[config.mk]
export PLATFORM = sky130hd
export DESIGN_NAME = tbi_tlb_tags
export DESIGN_NICKNAME = d
export VERILOG_FILES = /design/src/shared/tbi_pkg.sv /design/src/core/tbi_tlb_tags.sv /design/src/core/tbi_tag_build.sv /design/src/core/tbi_bcast_filter.sv
export VERILOG_INCLUDE_DIRS = /design/src /design/src/shared
export SDC_FILE = /design/constraint.sdc
export NUM_CORES = 2
export LEC_CHECK = 0
export ABC_AREA = 1
export BUFFER_PORTS_ARGS = -buffer_cell sky130_fd_sc_hd__buf_2
export CORE_ASPECT_RATIO = 0.7
export CORE_MARGIN = 1
export CORE_UTILIZATION = 51
export CTS_CLUSTER_DIAMETER = 60
export DETAILED_ROUTE_END_ITERATION = 10
export PLACE_DENSITY = 0.69
export SYNTH_ARGS = -nofsm -noshare
export SYNTH_HDL_FRONTEND = slang
export SYNTH_HIERARCHICAL = 1
export SYNTH_SLANG_ARGS = --single-unit
[constraint.sdc]
create_clock -name clock -period 14.6 [get_ports clock]
set_input_delay 0.73 -clock clock [delete_from_list [all_inputs] [get_ports clock]]
set_output_delay 0.73 -clock clock [all_outputs]
set_load 0.005 [all_outputs]
[src/shared/tbi_defs.svh]
`ifndef TBI_DEFS_SVH
`define TBI_DEFS_SVH

// table geometry
`define TBI_ENTRIES      8
`define TBI_IDX_W        3
`define TBI_PAGE_W       20
`define TBI_ID_W         16
`define TBI_CNT_W        16

// tag widths: narrow tags keep only the low byte
`define TBI_ID_WIDE_MASK   16'hffff
`define TBI_ID_NARROW_MASK 16'h00ff
`define TBI_ID_ZERO        16'h0000

// implemented features, fixed at build time
`define TBI_CAP_S1P      1'b1
`define TBI_CAP_S2P      1'b1
`define TBI_CAP_WIDE_ASID_CAPABILITY   1'b1
`define TBI_CAP_WIDE_VMID_CAPABILITY   1'b0
`define TBI_CAP_BTM      1'b1
`define TBI_CAP_SEC      1'b1
`define TBI_CAP_SEL2     1'b1

// world code that no regime uses
`define TBI_W_UNIMP      3'h7

// register offsets, byte addresses on the plain port
`define TBI_ADDR_W       8
`define TBI_REG_CTRL     8'h00
`define TBI_REG_CAP      8'h04
`define TBI_REG_OCC      8'h08
`define TBI_REG_BC_ACC   8'h0c
`define TBI_REG_BC_DROP  8'h10
`define TBI_REG_LK_HIT   8'h14
`define TBI_REG_LK_MISS  8'h18

// control register fields
`define TBI_CTRL_W       3
`define TBI_CTRL_PTM_NS  0
`define TBI_CTRL_PTM_S   1
`define TBI_CTRL_OUTER   2
`define TBI_CTRL_RST     3'h0

// capability register fields
`define TBI_CAPB_S1P     0
`define TBI_CAPB_S2P     1
`define TBI_CAPB_WIDE_ASID_CAPABILITY  2
`define TBI_CAPB_WIDE_VMID_CAPABILITY  3
`define TBI_CAPB_BTM     4
`define TBI_CAPB_SEC     5
`define TBI_CAPB_SEL2    6

`endif

[src/shared/tbi_pkg.sv]
`default_nettype none
package tbi_pkg;

    // regime a translation was cached under
    typedef enum logic [2:0] {
        TBI_W_NSK   = 3'b000,
        TBI_W_NHYP  = 3'b001,
        TBI_W_NHYPH = 3'b010,
        TBI_W_SEC   = 3'b011,
        TBI_W_MON   = 3'b100,
        TBI_W_SHYP  = 3'b101,
        TBI_W_SHYPH = 3'b110
    } tbi_world_t;

    // scope of an invalidation, broadcast or queued
    typedef enum logic [1:0] {
        TBI_OP_ALL      = 2'b00,
        TBI_OP_ASID     = 2'b01,
        TBI_OP_ADDR     = 2'b10,
        TBI_OP_ADDR_ALL = 2'b11
    } tbi_op_t;

    // translation stages a broadcast names
    typedef enum logic [1:0] {
        TBI_ST_NONE = 2'b00,
        TBI_ST_S1   = 2'b01,
        TBI_ST_S2   = 2'b10,
        TBI_ST_S12  = 2'b11
    } tbi_stage_t;

endpackage
`default_nettype wire

[src/core/tbi_tlb_tags.sv]
// Function
// - every entry tagged with its stream world
// - asid stored only for non-global asid-world va
// - vm tag for kernel and secure with stage 2
// - sharing flag recorded for asid-world va entries
// - hypervisor and monitor may skip sharing flag
// - hit needs world, asid and vm tags agreeing
// - asid tag width follows wide asid capability
// - vm tag width follows wide vm capability
// - kernel entries take stream stage-2 vm tag
// - no stage 2 means no vm tag
// - broadcast support optional, shown in capability bit
// - act only on broadcasts covering our domain
// - private maintenance bit drops that security state
// - drop unimplemented stage or state, keep rest
// - without stage 2 broadcasts match vm 0
// - sender lacking hypervisor implies vm 0
// - non-shared entries may skip asid-matching broadcasts
// - shared entries always hit; stage 2 unaffected
// - queued commands and non-global lookup ignore flag
// - asid-less worlds ignore asid; invalidate-all removes
// - configuration caches need no tags
// - global entry hits same world and flag only
//
// Added by the designer: the plain strobed port and the address map.
`timescale 1ns/1ps
`default_nettype none
`include "tbi_defs.svh"

module tbi_tlb_tags
    import tbi_pkg::*;
(
    // clock and reset
    input  wire logic                      clock,
    input  wire logic                      rst_n,
    // register port
    input  wire logic [`TBI_ADDR_W-1:0]    regAddr,
    input  wire logic [31:0]               regWrData,
    input  wire logic                      regWr,
    input  wire logic                      regRd,
    output logic [31:0]                    regRdData,
    // translation fill from the walker
    input  wire logic                      insValid,
    input  wire tbi_pkg::tbi_world_t       insWorld,
    input  wire logic                      insIpa,
    input  wire logic                      insNotGlobal,
    input  wire logic                      insAset,
    input  wire logic [15:0]               insAsid,
    input  wire logic [15:0]               insVmid,
    input  wire logic [`TBI_PAGE_W-1:0]    insPage,
    input  wire logic [`TBI_PAGE_W-1:0]    insOutPage,
    // lookup
    input  wire logic                      lkValid,
    input  wire tbi_pkg::tbi_world_t       lkWorld,
    input  wire logic                      lkIpa,
    input  wire logic                      lkAset,
    input  wire logic [15:0]               lkAsid,
    input  wire logic [15:0]               lkVmid,
    input  wire logic [`TBI_PAGE_W-1:0]    lkPage,
    output logic                           lkDone,
    output logic                           lkHit,
    output logic [`TBI_PAGE_W-1:0]         lkOutPage,
    // queued invalidation command
    input  wire logic                      cmdValid,
    input  wire tbi_pkg::tbi_op_t          cmdOp,
    input  wire tbi_pkg::tbi_world_t       cmdWorld,
    input  wire logic                      cmdIpa,
    input  wire logic [15:0]               cmdAsid,
    input  wire logic [15:0]               cmdVmid,
    input  wire logic [`TBI_PAGE_W-1:0]    cmdPage,
    // broadcast invalidation from the interconnect
    input  wire logic                      bcValid,
    input  wire tbi_pkg::tbi_op_t          bcOp,
    input  wire tbi_pkg::tbi_world_t       bcWorld,
    input  wire tbi_pkg::tbi_stage_t       bcStage,
    input  wire logic                      bcOuter,
    input  wire logic                      bcNoEl2,
    input  wire logic [15:0]               bcAsid,
    input  wire logic [15:0]               bcVmid,
    input  wire logic [`TBI_PAGE_W-1:0]    bcPage,
    output logic                           bcAck
);
    import tbi_pkg::*;

    localparam int N = `TBI_ENTRIES;

    // entry storage; translation cache only, config caches live elsewhere
    logic                   entValid_r [N];
    tbi_world_t             entWorld_r [N];
    logic                   entIpa_r   [N];
    logic                   entAsidV_r [N];
    logic [15:0]            entAsid_r  [N];
    logic                   entVmidV_r [N];
    logic [15:0]            entVmid_r  [N];
    logic                   entAsetV_r [N];
    logic                   entAset_r  [N];
    logic [`TBI_PAGE_W-1:0] entPage_r  [N];
    logic [`TBI_PAGE_W-1:0] entOut_r   [N];

    // software state
    logic [`TBI_CTRL_W-1:0] ctrl_r;
    logic [`TBI_CNT_W-1:0]  bcAccCnt_r;
    logic [`TBI_CNT_W-1:0]  bcDropCnt_r;
    logic [`TBI_CNT_W-1:0]  lkHitCnt_r;
    logic [`TBI_CNT_W-1:0]  lkMissCnt_r;
    logic [`TBI_IDX_W-1:0]  victim_r;

    // fill tags
    logic        tagAsidV;
    logic [15:0] tagAsid;
    logic        tagVmidV;
    logic [15:0] tagVmid;
    logic        tagAsetV;
    logic        tagAset;

    // broadcast verdict
    logic        bcAccept;
    logic        s1Eff;
    logic        s2Eff;
    logic [15:0] bcEffVmid;
    logic [15:0] asidMask;
    logic [15:0] vmidMask;

    // per-entry results
    logic [N-1:0] hitVec;
    logic [N-1:0] cmdKill;
    logic [N-1:0] bcKill;
    logic [N-1:0] freeVec;

    // replacement and lookup selection
    logic                   anyFree;
    logic [`TBI_IDX_W-1:0]  freeIdx;
    logic [`TBI_IDX_W-1:0]  insIdx;
    logic                   anyHit;
    logic [`TBI_PAGE_W-1:0] hitOut;
    logic [`TBI_IDX_W:0]    occCount;

    assign asidMask = `TBI_CAP_WIDE_ASID_CAPABILITY ? `TBI_ID_WIDE_MASK
                                      : `TBI_ID_NARROW_MASK;
    assign vmidMask = `TBI_CAP_WIDE_VMID_CAPABILITY ? `TBI_ID_WIDE_MASK
                                      : `TBI_ID_NARROW_MASK;

    tbi_tag_build u_tag (
        .insWorld     (insWorld),
        .insIpa       (insIpa),
        .insNotGlobal (insNotGlobal),
        .insAset      (insAset),
        .insAsid      (insAsid),
        .insVmid      (insVmid),
        .tagAsidV     (tagAsidV),
        .tagAsid      (tagAsid),
        .tagVmidV     (tagVmidV),
        .tagVmid      (tagVmid),
        .tagAsetV     (tagAsetV),
        .tagAset      (tagAset)
    );

    tbi_bcast_filter u_filt (
        .bcValid   (bcValid),
        .bcWorld   (bcWorld),
        .bcStage   (bcStage),
        .bcOuter   (bcOuter),
        .bcNoEl2   (bcNoEl2),
        .bcVmid    (bcVmid),
        .ptmNonSec (ctrl_r[`TBI_CTRL_PTM_NS]),
        .ptmSec    (ctrl_r[`TBI_CTRL_PTM_S]),
        .devOuter  (ctrl_r[`TBI_CTRL_OUTER]),
        .accept    (bcAccept),
        .s1Eff     (s1Eff),
        .s2Eff     (s2Eff),
        .effVmid   (bcEffVmid)
    );

    // scope of an op against one entry; asid-less entries ignore the asid
    function automatic logic scopeHit(
        input tbi_op_t                op,
        input logic                   asidV,
        input logic                   asidEq,
        input logic                   pageEq,
        input logic                   asidWorldVa
    );
        logic r;
        r = 1'b0;
        case (op)
            TBI_OP_ALL:      r = 1'b1;
            TBI_OP_ASID:     r = asidV ? asidEq : !asidWorldVa;
            TBI_OP_ADDR:     r = pageEq && (!asidV || asidEq);
            TBI_OP_ADDR_ALL: r = pageEq;
            default:         r = 1'b0;
        endcase
        return r;
    endfunction

    // match logic, one copy per entry
    genvar g;
    generate
        for (g = 0; g < N; g++)
        begin : g_ent
            logic lkTagOk;
            logic lkVmOk;
            logic cmdVmOk;
            logic bcVmOk;
            logic bcStageOk;
            logic bcSkip;

            // global entries pair with the same sharing flag only
            assign lkTagOk = entAsidV_r[g]
                ? (entAsid_r[g] == (lkAsid & asidMask))
                : (!entAsetV_r[g] || entAset_r[g] == lkAset);
            assign lkVmOk = !entVmidV_r[g]
                         || entVmid_r[g] == (lkVmid & vmidMask);
            assign hitVec[g] = lkValid && entValid_r[g]
                            && entWorld_r[g] == lkWorld
                            && entIpa_r[g] == lkIpa
                            && entPage_r[g] == lkPage
                            && lkTagOk && lkVmOk;

            // queued commands: flag plays no part
            assign cmdVmOk = !entVmidV_r[g]
                          || entVmid_r[g] == (cmdVmid & vmidMask);
            assign cmdKill[g] = cmdValid && entValid_r[g]
                && entWorld_r[g] == cmdWorld
                && (cmdOp == TBI_OP_ALL || entIpa_r[g] == cmdIpa)
                && cmdVmOk
                && scopeHit(cmdOp, entAsidV_r[g],
                            entAsid_r[g] == (cmdAsid & asidMask),
                            entPage_r[g] == cmdPage,
                            entAsetV_r[g]);

            // broadcast: ipa entries are stage 2 information
            assign bcVmOk = !entVmidV_r[g] || entVmid_r[g] == bcEffVmid;
            assign bcStageOk = entIpa_r[g] ? s2Eff : s1Eff;
            // non-shared va may dodge asid-matching scopes only
            assign bcSkip = entAsetV_r[g] && entAset_r[g] && !entIpa_r[g]
                         && (bcOp == TBI_OP_ASID
                             || bcOp == TBI_OP_ADDR);
            assign bcKill[g] = bcAccept && entValid_r[g]
                && entWorld_r[g] == bcWorld && bcVmOk && bcStageOk
                && !bcSkip
                && scopeHit(bcOp, entAsidV_r[g],
                            entAsid_r[g] == (bcAsid & asidMask),
                            entPage_r[g] == bcPage,
                            entAsetV_r[g]);

            assign freeVec[g] = !entValid_r[g];
        end
    endgenerate

    // first free slot, hit selection and occupancy
    always_comb
    begin
        anyFree  = 1'b0;
        freeIdx  = '0;
        anyHit   = 1'b0;
        hitOut   = '0;
        occCount = '0;
        for (int i = N - 1; i >= 0; i--)
        begin
            if (freeVec[i])
            begin
                anyFree = 1'b1;
                freeIdx = i[`TBI_IDX_W-1:0];
            end
            if (hitVec[i])
            begin
                anyHit = 1'b1;
                hitOut = entOut_r[i];
            end
            occCount = occCount + {{`TBI_IDX_W{1'b0}}, entValid_r[i]};
        end
    end

    // free slot preferred, otherwise round robin victim
    assign insIdx = anyFree ? freeIdx : victim_r;

    // entry valid bits; a fill into a slot wins over its old contents
    always_ff @(posedge clock)
    begin
        for (int i = 0; i < N; i++)
        begin
            if (!rst_n)
                entValid_r[i] <= 1'b0;
            else if (insValid && insIdx == i[`TBI_IDX_W-1:0])
                entValid_r[i] <= 1'b1;
            else if (cmdKill[i] || bcKill[i])
                entValid_r[i] <= 1'b0;
        end
    end

    // entry tags and payload; no reset needed behind the valid bit
    always_ff @(posedge clock)
    begin
        for (int i = 0; i < N; i++)
        begin
            if (insValid && insIdx == i[`TBI_IDX_W-1:0])
            begin
                entWorld_r[i] <= insWorld;
                entIpa_r[i]   <= insIpa;
                entAsidV_r[i] <= tagAsidV;
                entAsid_r[i]  <= tagAsid;
                entVmidV_r[i] <= tagVmidV;
                entVmid_r[i]  <= tagVmid;
                entAsetV_r[i] <= tagAsetV;
                entAset_r[i]  <= tagAset;
                entPage_r[i]  <= insPage;
                entOut_r[i]   <= insOutPage;
            end
        end
    end

    // victim pointer steps on every fill into a full table
    always_ff @(posedge clock)
    begin
        if (!rst_n)
            victim_r <= '0;
        else if (insValid && !anyFree)
            victim_r <= victim_r + 1'b1;
    end

    // lookup answer one cycle after the request
    always_ff @(posedge clock)
    begin
        if (!rst_n)
        begin
            lkDone    <= 1'b0;
            lkHit     <= 1'b0;
            lkOutPage <= '0;
        end
        else
        begin
            lkDone    <= lkValid;
            lkHit     <= lkValid && anyHit;
            lkOutPage <= (lkValid && anyHit) ? hitOut : '0;
        end
    end

    // all matches clear at this edge, so the ack follows them
    always_ff @(posedge clock)
    begin
        if (!rst_n)
            bcAck <= 1'b0;
        else
            bcAck <= bcValid;
    end

    // control register
    always_ff @(posedge clock)
    begin
        if (!rst_n)
            ctrl_r <= `TBI_CTRL_RST;
        else if (regWr && regAddr == `TBI_REG_CTRL)
            ctrl_r <= regWrData[`TBI_CTRL_W-1:0];
    end

    // broadcast statistics, saturating so software sees a ceiling
    always_ff @(posedge clock)
    begin
        if (!rst_n)
        begin
            bcAccCnt_r  <= '0;
            bcDropCnt_r <= '0;
        end
        else if (bcValid)
        begin
            if (bcAccept && !(&bcAccCnt_r))
                bcAccCnt_r <= bcAccCnt_r + 1'b1;
            else if (!bcAccept && !(&bcDropCnt_r))
                bcDropCnt_r <= bcDropCnt_r + 1'b1;
        end
    end

    // lookup statistics
    always_ff @(posedge clock)
    begin
        if (!rst_n)
        begin
            lkHitCnt_r  <= '0;
            lkMissCnt_r <= '0;
        end
        else if (lkValid)
        begin
            if (anyHit && !(&lkHitCnt_r))
                lkHitCnt_r <= lkHitCnt_r + 1'b1;
            else if (!anyHit && !(&lkMissCnt_r))
                lkMissCnt_r <= lkMissCnt_r + 1'b1;
        end
    end

    // read data stands only in the cycle after the strobe
    always_ff @(posedge clock)
    begin
        if (!rst_n || !regRd)
            regRdData <= '0;
        else
        begin
            case (regAddr)
                `TBI_REG_CTRL:
                    regRdData <= {{(32-`TBI_CTRL_W){1'b0}}, ctrl_r};
                `TBI_REG_CAP:
                begin
                    regRdData <= '0;
                    regRdData[`TBI_CAPB_S1P]    <= `TBI_CAP_S1P;
                    regRdData[`TBI_CAPB_S2P]    <= `TBI_CAP_S2P;
                    regRdData[`TBI_CAPB_WIDE_ASID_CAPABILITY] <= `TBI_CAP_WIDE_ASID_CAPABILITY;
                    regRdData[`TBI_CAPB_WIDE_VMID_CAPABILITY] <= `TBI_CAP_WIDE_VMID_CAPABILITY;
                    regRdData[`TBI_CAPB_BTM]    <= `TBI_CAP_BTM;
                    regRdData[`TBI_CAPB_SEC]    <= `TBI_CAP_SEC;
                    regRdData[`TBI_CAPB_SEL2]   <= `TBI_CAP_SEL2;
                end
                `TBI_REG_OCC:
                    regRdData <= {{(31-`TBI_IDX_W){1'b0}}, occCount};
                `TBI_REG_BC_ACC:
                    regRdData <= {{(32-`TBI_CNT_W){1'b0}}, bcAccCnt_r};
                `TBI_REG_BC_DROP:
                    regRdData <= {{(32-`TBI_CNT_W){1'b0}}, bcDropCnt_r};
                `TBI_REG_LK_HIT:
                    regRdData <= {{(32-`TBI_CNT_W){1'b0}}, lkHitCnt_r};
                `TBI_REG_LK_MISS:
                    regRdData <= {{(32-`TBI_CNT_W){1'b0}}, lkMissCnt_r};
                default:
                    regRdData <= '0;
            endcase
        end
    end

endmodule
`default_nettype wire

[src/core/tbi_tag_build.sv]
`timescale 1ns/1ps
`default_nettype none
`include "tbi_defs.svh"

module tbi_tag_build
    import tbi_pkg::*;
(
    // fill request
    input  wire tbi_pkg::tbi_world_t insWorld,
    input  wire logic                insIpa,
    input  wire logic                insNotGlobal,
    input  wire logic                insAset,
    input  wire logic [15:0]         insAsid,
    input  wire logic [15:0]         insVmid,
    // tags to store
    output logic                     tagAsidV,
    output logic [15:0]              tagAsid,
    output logic                     tagVmidV,
    output logic [15:0]              tagVmid,
    output logic                     tagAsetV,
    output logic                     tagAset
);
    import tbi_pkg::*;

    logic asidWorld;
    logic [15:0] asidMask;
    logic [15:0] vmidMask;

    // worlds that carry address space identifiers
    assign asidWorld = (insWorld == TBI_W_NSK) || (insWorld == TBI_W_NHYPH)
                    || (insWorld == TBI_W_SEC) || (insWorld == TBI_W_SHYPH);
    assign asidMask = `TBI_CAP_WIDE_ASID_CAPABILITY ? `TBI_ID_WIDE_MASK
                                      : `TBI_ID_NARROW_MASK;
    assign vmidMask = `TBI_CAP_WIDE_VMID_CAPABILITY ? `TBI_ID_WIDE_MASK
                                      : `TBI_ID_NARROW_MASK;

    // identifier only for non-global va entries of asid worlds
    assign tagAsidV = asidWorld && !insIpa && insNotGlobal;
    assign tagAsid  = tagAsidV ? (insAsid & asidMask) : `TBI_ID_ZERO;

    // flag kept for global and non-global va; hyp and monitor skip it
    assign tagAsetV = asidWorld && !insIpa;
    assign tagAset  = tagAsetV && insAset;

    // vm tag from the stream entry; absent without stage 2
    assign tagVmidV = (`TBI_CAP_S2P && insWorld == TBI_W_NSK)
                   || (`TBI_CAP_SEL2 && insWorld == TBI_W_SEC);
    assign tagVmid  = tagVmidV ? (insVmid & vmidMask)
                               : `TBI_ID_ZERO;

endmodule
`default_nettype wire

[src/core/tbi_bcast_filter.sv]
`timescale 1ns/1ps
`default_nettype none
`include "tbi_defs.svh"

module tbi_bcast_filter
    import tbi_pkg::*;
(
    // incoming message
    input  wire logic                bcValid,
    input  wire tbi_pkg::tbi_world_t bcWorld,
    input  wire tbi_pkg::tbi_stage_t bcStage,
    input  wire logic                bcOuter,
    input  wire logic                bcNoEl2,
    input  wire logic [15:0]         bcVmid,
    // software control
    input  wire logic                ptmNonSec,
    input  wire logic                ptmSec,
    input  wire logic                devOuter,
    // verdict
    output logic                     accept,
    output logic                     s1Eff,
    output logic                     s2Eff,
    output logic [15:0]              effVmid
);
    import tbi_pkg::*;

    logic secure;
    logic worldOk;
    logic scopeOk;
    logic ptmOk;
    logic [15:0] vmidMask;

    assign secure = (bcWorld == TBI_W_SEC) || (bcWorld == TBI_W_MON)
                 || (bcWorld == TBI_W_SHYP) || (bcWorld == TBI_W_SHYPH);

    // unimplemented regimes are dropped, yet still acked and counted as drops
    assign worldOk = (!secure || `TBI_CAP_SEC)
                  && !((bcWorld == TBI_W_SHYP || bcWorld == TBI_W_SHYPH)
                       && !`TBI_CAP_SEL2)
                  && (bcWorld != `TBI_W_UNIMP);

    // outer scope reaches inner members too
    assign scopeOk = bcOuter || !devOuter;
    assign ptmOk   = secure ? !ptmSec : !ptmNonSec;

    // combined stage keeps only what exists
    assign s1Eff = bcStage[0] && `TBI_CAP_S1P;
    assign s2Eff = bcStage[1] && `TBI_CAP_S2P;

    assign accept = bcValid && `TBI_CAP_BTM && worldOk && scopeOk
                 && ptmOk && (s1Eff || s2Eff);

    assign vmidMask = `TBI_CAP_WIDE_VMID_CAPABILITY ? `TBI_ID_WIDE_MASK
                                      : `TBI_ID_NARROW_MASK;
    // no stage 2, or sender without a hypervisor: vm 0
    assign effVmid = (!`TBI_CAP_S2P || bcNoEl2) ? `TBI_ID_ZERO
                                                 : (bcVmid & vmidMask);

endmodule
`default_nettype wire

==> metrics.csv <==
stage,metric,value,unit
synthesis,count of cell types in the netlist,66,
cells_and_area,Area Growth Syn to Fin,10.3,%
clocking,CTS max path bufs,3,
sta,slew margin rel.,11.5,%
run,max-cap viol count,0,
placed_design,placed instance count,6985,
drt,max layer used,met5,
global_routing,vias in the first global route,39233,
min_path,Hold Path Origin,insOutPage[7],
placed_design,routability cong.,1.10,
clocking,setup bufs post-CTS,0,
synthesis,gate count after technology mapping,5676,
power_and_ir_drop,Logic pwr share,12.1,%
drt,DR DRC count,0,
global_routing,GRT overflow,0,
power_and_ir_drop,sequential share of power,46.9,%
worst_setup_path,R2R depth,15,
global_routing,largest net degree at the start of global routing,68,
min_path,hold endpoint,entOut_r[1][67],
drt,Initial DRC Count,6767,
clocking,CTS Sinks,757,
sta,Worst-Margin Slew,1.29,ns
synthesis,"EDFF count, synth",647,
cells_and_area,post-layout util,56.7,%
drt,number of vias per cell,6.09,
power_and_ir_drop,Peak VDD IR,125,uV
power_and_ir_drop,PD cells,102,nW/um^2
power_and_ir_drop,Power Total,5.19,mW
worst_setup_path,RR Startpoint,entValid_r[0][2],
power_and_ir_drop,switching share of power,28.2,%
sta,final setup fails,0,
floorplanning,die footprint,91900,um^2
worst_setup_path,Worst Setup Start Kind,primary input,
worst_setup_path,Critical Path Fanout Max,21,
floorplanning,Initial Util,51.5,%
clocking,Clock Tree Root,clkbuf_16,
clocking,hold-fix buffer count after cts,0,
synthesis,"Seq/Total Area, Yosys",46.8,%
worst_setup_path,worst reg2reg path endpoint,entValid_r[0][3],
drt,DR WL met2,83900,um
sta,setup TNS,0,ns
power_and_ir_drop,Static Leakage,20.6,nW
clocking,H-tree depth,3,
synthesis,Syn Area/Cell,8.15,um^2
clocking,post_cts resized,0,
clocking,Worst-path clk slew,0.06,ns
sta,"Hold Violations, Final",0,
worst_setup_path,WP data arrival,5.14,ns
drt,routed wl met3,29400,um
power_and_ir_drop,Internal Power,3.73,mW
cells_and_area,layout cell share with drive strength beyond 1,9.35,%
worst_setup_path,flop2flop setup slack,10.14,ns
cells_and_area,final net count,6164,
cells_and_area,FILL cells,8174,
global_routing,initial antenna violation count,17,
placed_design,I/O Buffers,279,
synthesis,"Top FF cell, synth",edfxtp_1,
power_and_ir_drop,clock network power share,41.1,%
worst_setup_path,Crit. End Element,register,
clocking,CTS buffer count,81,
floorplanning,row count,92,
placed_design,dpl hpwl,155000,um
synthesis,Synth Warn #,6,
global_routing,GRT Util Overall,43.6,%
drt,Routed WL,205000,um
drt,routed length on met1,80100,um
synthesis,area of the mapped netlist,46300,um^2
sta,FMAX,221,MHz
sta,final period demand of the worst path,4.52,ns
floorplanning,core area,89900,um^2
clocking,CTS tree,built,
global_routing,first-pass GRT wire length,284000,um
power_and_ir_drop,Net Sw Power,1.46,mW
worst_setup_path,worst path required time,15.21,ns
cells_and_area,fin cells,7149,
sta,fin crit share,31.0,%
drt,DR WL/cell,28.7,um
min_path,min-delay worst type,in2reg,
drt,Initial DRT Pass Iterations,9,
sta,clk_skew,0.0349,ns
synthesis,register bit total from synthesis,757,
sta,WHS,0.299,ns
min_path,hold depth,1,
sta,RSZ-0062 raised after global routing,no,
floorplanning,# IOs,357,
floorplanning,die height,254,um
sta,fin. max-slew vios,0,
clocking,clk_lat worst skew,0.69,ns
floorplanning,Die Width,362,um
worst_setup_path,"Worst Path Class, Setup",in2reg,
synthesis,fraction of registers with async set/reset,0,%
drt,Routed Antenna Nets,0,
drt,via count,43502,
outcome,status,finished clean,
cell type report:
class | count | area, um^2 | share of cell area [%]
Sequential cell | 757 | 21600 | 42.4
Clock inverter | 42 | 439 | 0.861
Inverter | 635 | 2390 | 4.68
Clock buffer | 109 | 2250 | 4.41
Multi-Input combinational cell | 4068 | 21200 | 41.5
Antenna cell | 13 | 32.5 | 0.0638
Tap cell | 1222 | 1530 | 3.00
Timing Repair Buffer | 303 | 1580 | 3.09
through the flow:
step	setup WS (ns)	instance area [um^2]
CTS	10.26	51000
floorplan	8.85	46400
detailed placement	9.82	48300
global route	9.87	51000
finish	10.08	51000
global placement	9.87	48300
critical path, stage by stage:
cell     delay [ns]
buf_2          0.58
inv_1          0.54
nand2_1        0.30
nand3_1        0.18
nor2_1         0.16
nand3_1        0.08
nor2_1         0.66
nand3_2        0.72
nand2_1        0.32
nor2_4         0.08
a21oi_1        0.15
buf_4          0.28
o21ai_0        0.18
a21oi_2        0.14
power groups by stage:
| stage | combinational (mW) | sequential [mW] | clock [mW] |
|---|---|---|---|
| 6_report | 0.626 | 2.43 | 2.13 |
| 5_1_grt | 0.651 | 2.43 | 2.21 |
| 4_1_cts | 0.592 | 2.43 | 2.13 |
| 3_5_place_dp | 0.588 | 2.48 | 0 |
| 3_3_place_gp | 0.585 | 2.48 | 0 |
| 2_1_floorplan | 0.356 | 2.46 | 0 |
registers in the layout (all words and copies together) (netlist names), 8 cells and up:
| signal | cells |
|---|---|
| entAsidV_r | 8 |
| entAset_r | 8 |
| entVmid_r | 128 |
| entVmidV_r | 8 |
| bcDropCnt_r | 16 |
| entWorld_r | 24 |
| lkMissCnt_r | 16 |
| lkHitCnt_r | 16 |
| entAsetV_r | 8 |
| entOut_r | 160 |
| entAsid_r | 128 |
| entValid_r | 8 |
| entPage_r | 160 |
| lkOutPage | 20 |
| entIpa_r | 8 |
| regRdData | 16 |
| bcAccCnt_r | 16 |
placed cells by master, fill, tap and decap left out, types with 32 or more instances in the layout:
cell	Yosys	final
xnor2_1	315	315
a221oi_1	41	41
o22ai_1	117	117
clkbuf_16	0	84
inv_1	599	598
nand4_1	160	160
conb_1	3	32
nor4_1	60	59
xor2_1	252	252
nand2_1	1503	1503
or2_2	40	40
edfxtp_1	647	647
nor2_1	666	659
o21ai_0	196	196
nand3_1	198	198
nor3_1	80	80
dfxtp_1	110	110
a21oi_1	174	174
buf_2	38	279
cell usage after synthesis, drive strengths merged (16+ instances only):
| cell | instances | area share [%] |
|---|---|---|
| a21oi | 184 | 2.1 |
| a221oi | 41 | 0.78 |
| buf | 111 | 1.6 |
| clkbuf | 134 | 1.1 |
| dfxtp | 110 | 4.8 |
| edfxtp | 647 | 42 |
| inv | 626 | 5.1 |
| nand2 | 1509 | 12 |
| nand3 | 205 | 2.3 |
| nand3b | 16 | 0.26 |
| nand4 | 162 | 2.2 |
| nor2 | 686 | 5.7 |
| nor3 | 82 | 0.91 |
| nor4 | 60 | 0.81 |
| o2111ai | 23 | 0.44 |
| o21ai | 221 | 2.4 |
| o22ai | 117 | 1.6 |
| or2 | 51 | 0.69 |
| xnor2 | 315 | 6.0 |
| xor2 | 252 | 4.8 |
cell families (layout without fill, tap and decap cells):
| group | after synthesis | after routing | synth area share (%) |
|---|---|---|---|
| buffers and inverters | 880 | 1089 | 7.85 |
| and+or+nand+nor | 2791 | 2791 | 25.6 |
| DFF | 757 | 757 | 46.8 |
| adders and majority gates | 16 | 16 | 0.498 |
| xor gates and xnor gates | 567 | 567 | 10.7 |
| other | 3 | 45 | 0.0243 |
| AOI/OAI and AO/OA | 662 | 662 | 8.56 |
worst max path at each step:
| stage | from | endpoint | slack [ns] |
|---|---|---|---|
| floorplan | entValid_r[0][1] | entValid_r[0][3] | 8.85 |
| global placement | lkPage[4] | lkOutPage[15] | 9.87 |
| detailed placement | lkPage[4] | lkOutPage[12] | 9.82 |
| CTS | entValid_r[0][1] | entValid_r[0][3] | 10.26 |
| global route | entValid_r[0][1] | entValid_r[0][3] | 9.87 |
| finish | lkPage[4] | lkOutPage[10] | 10.08 |
layer usage:
metal,GRT usage (%),up-vias
met3,14.1,536
met5,1.32,-
li1,-,19082
met2,61.9,3194
met1,59.6,20680
met4,21.7,10
Power figures use the tool's default switching activity.
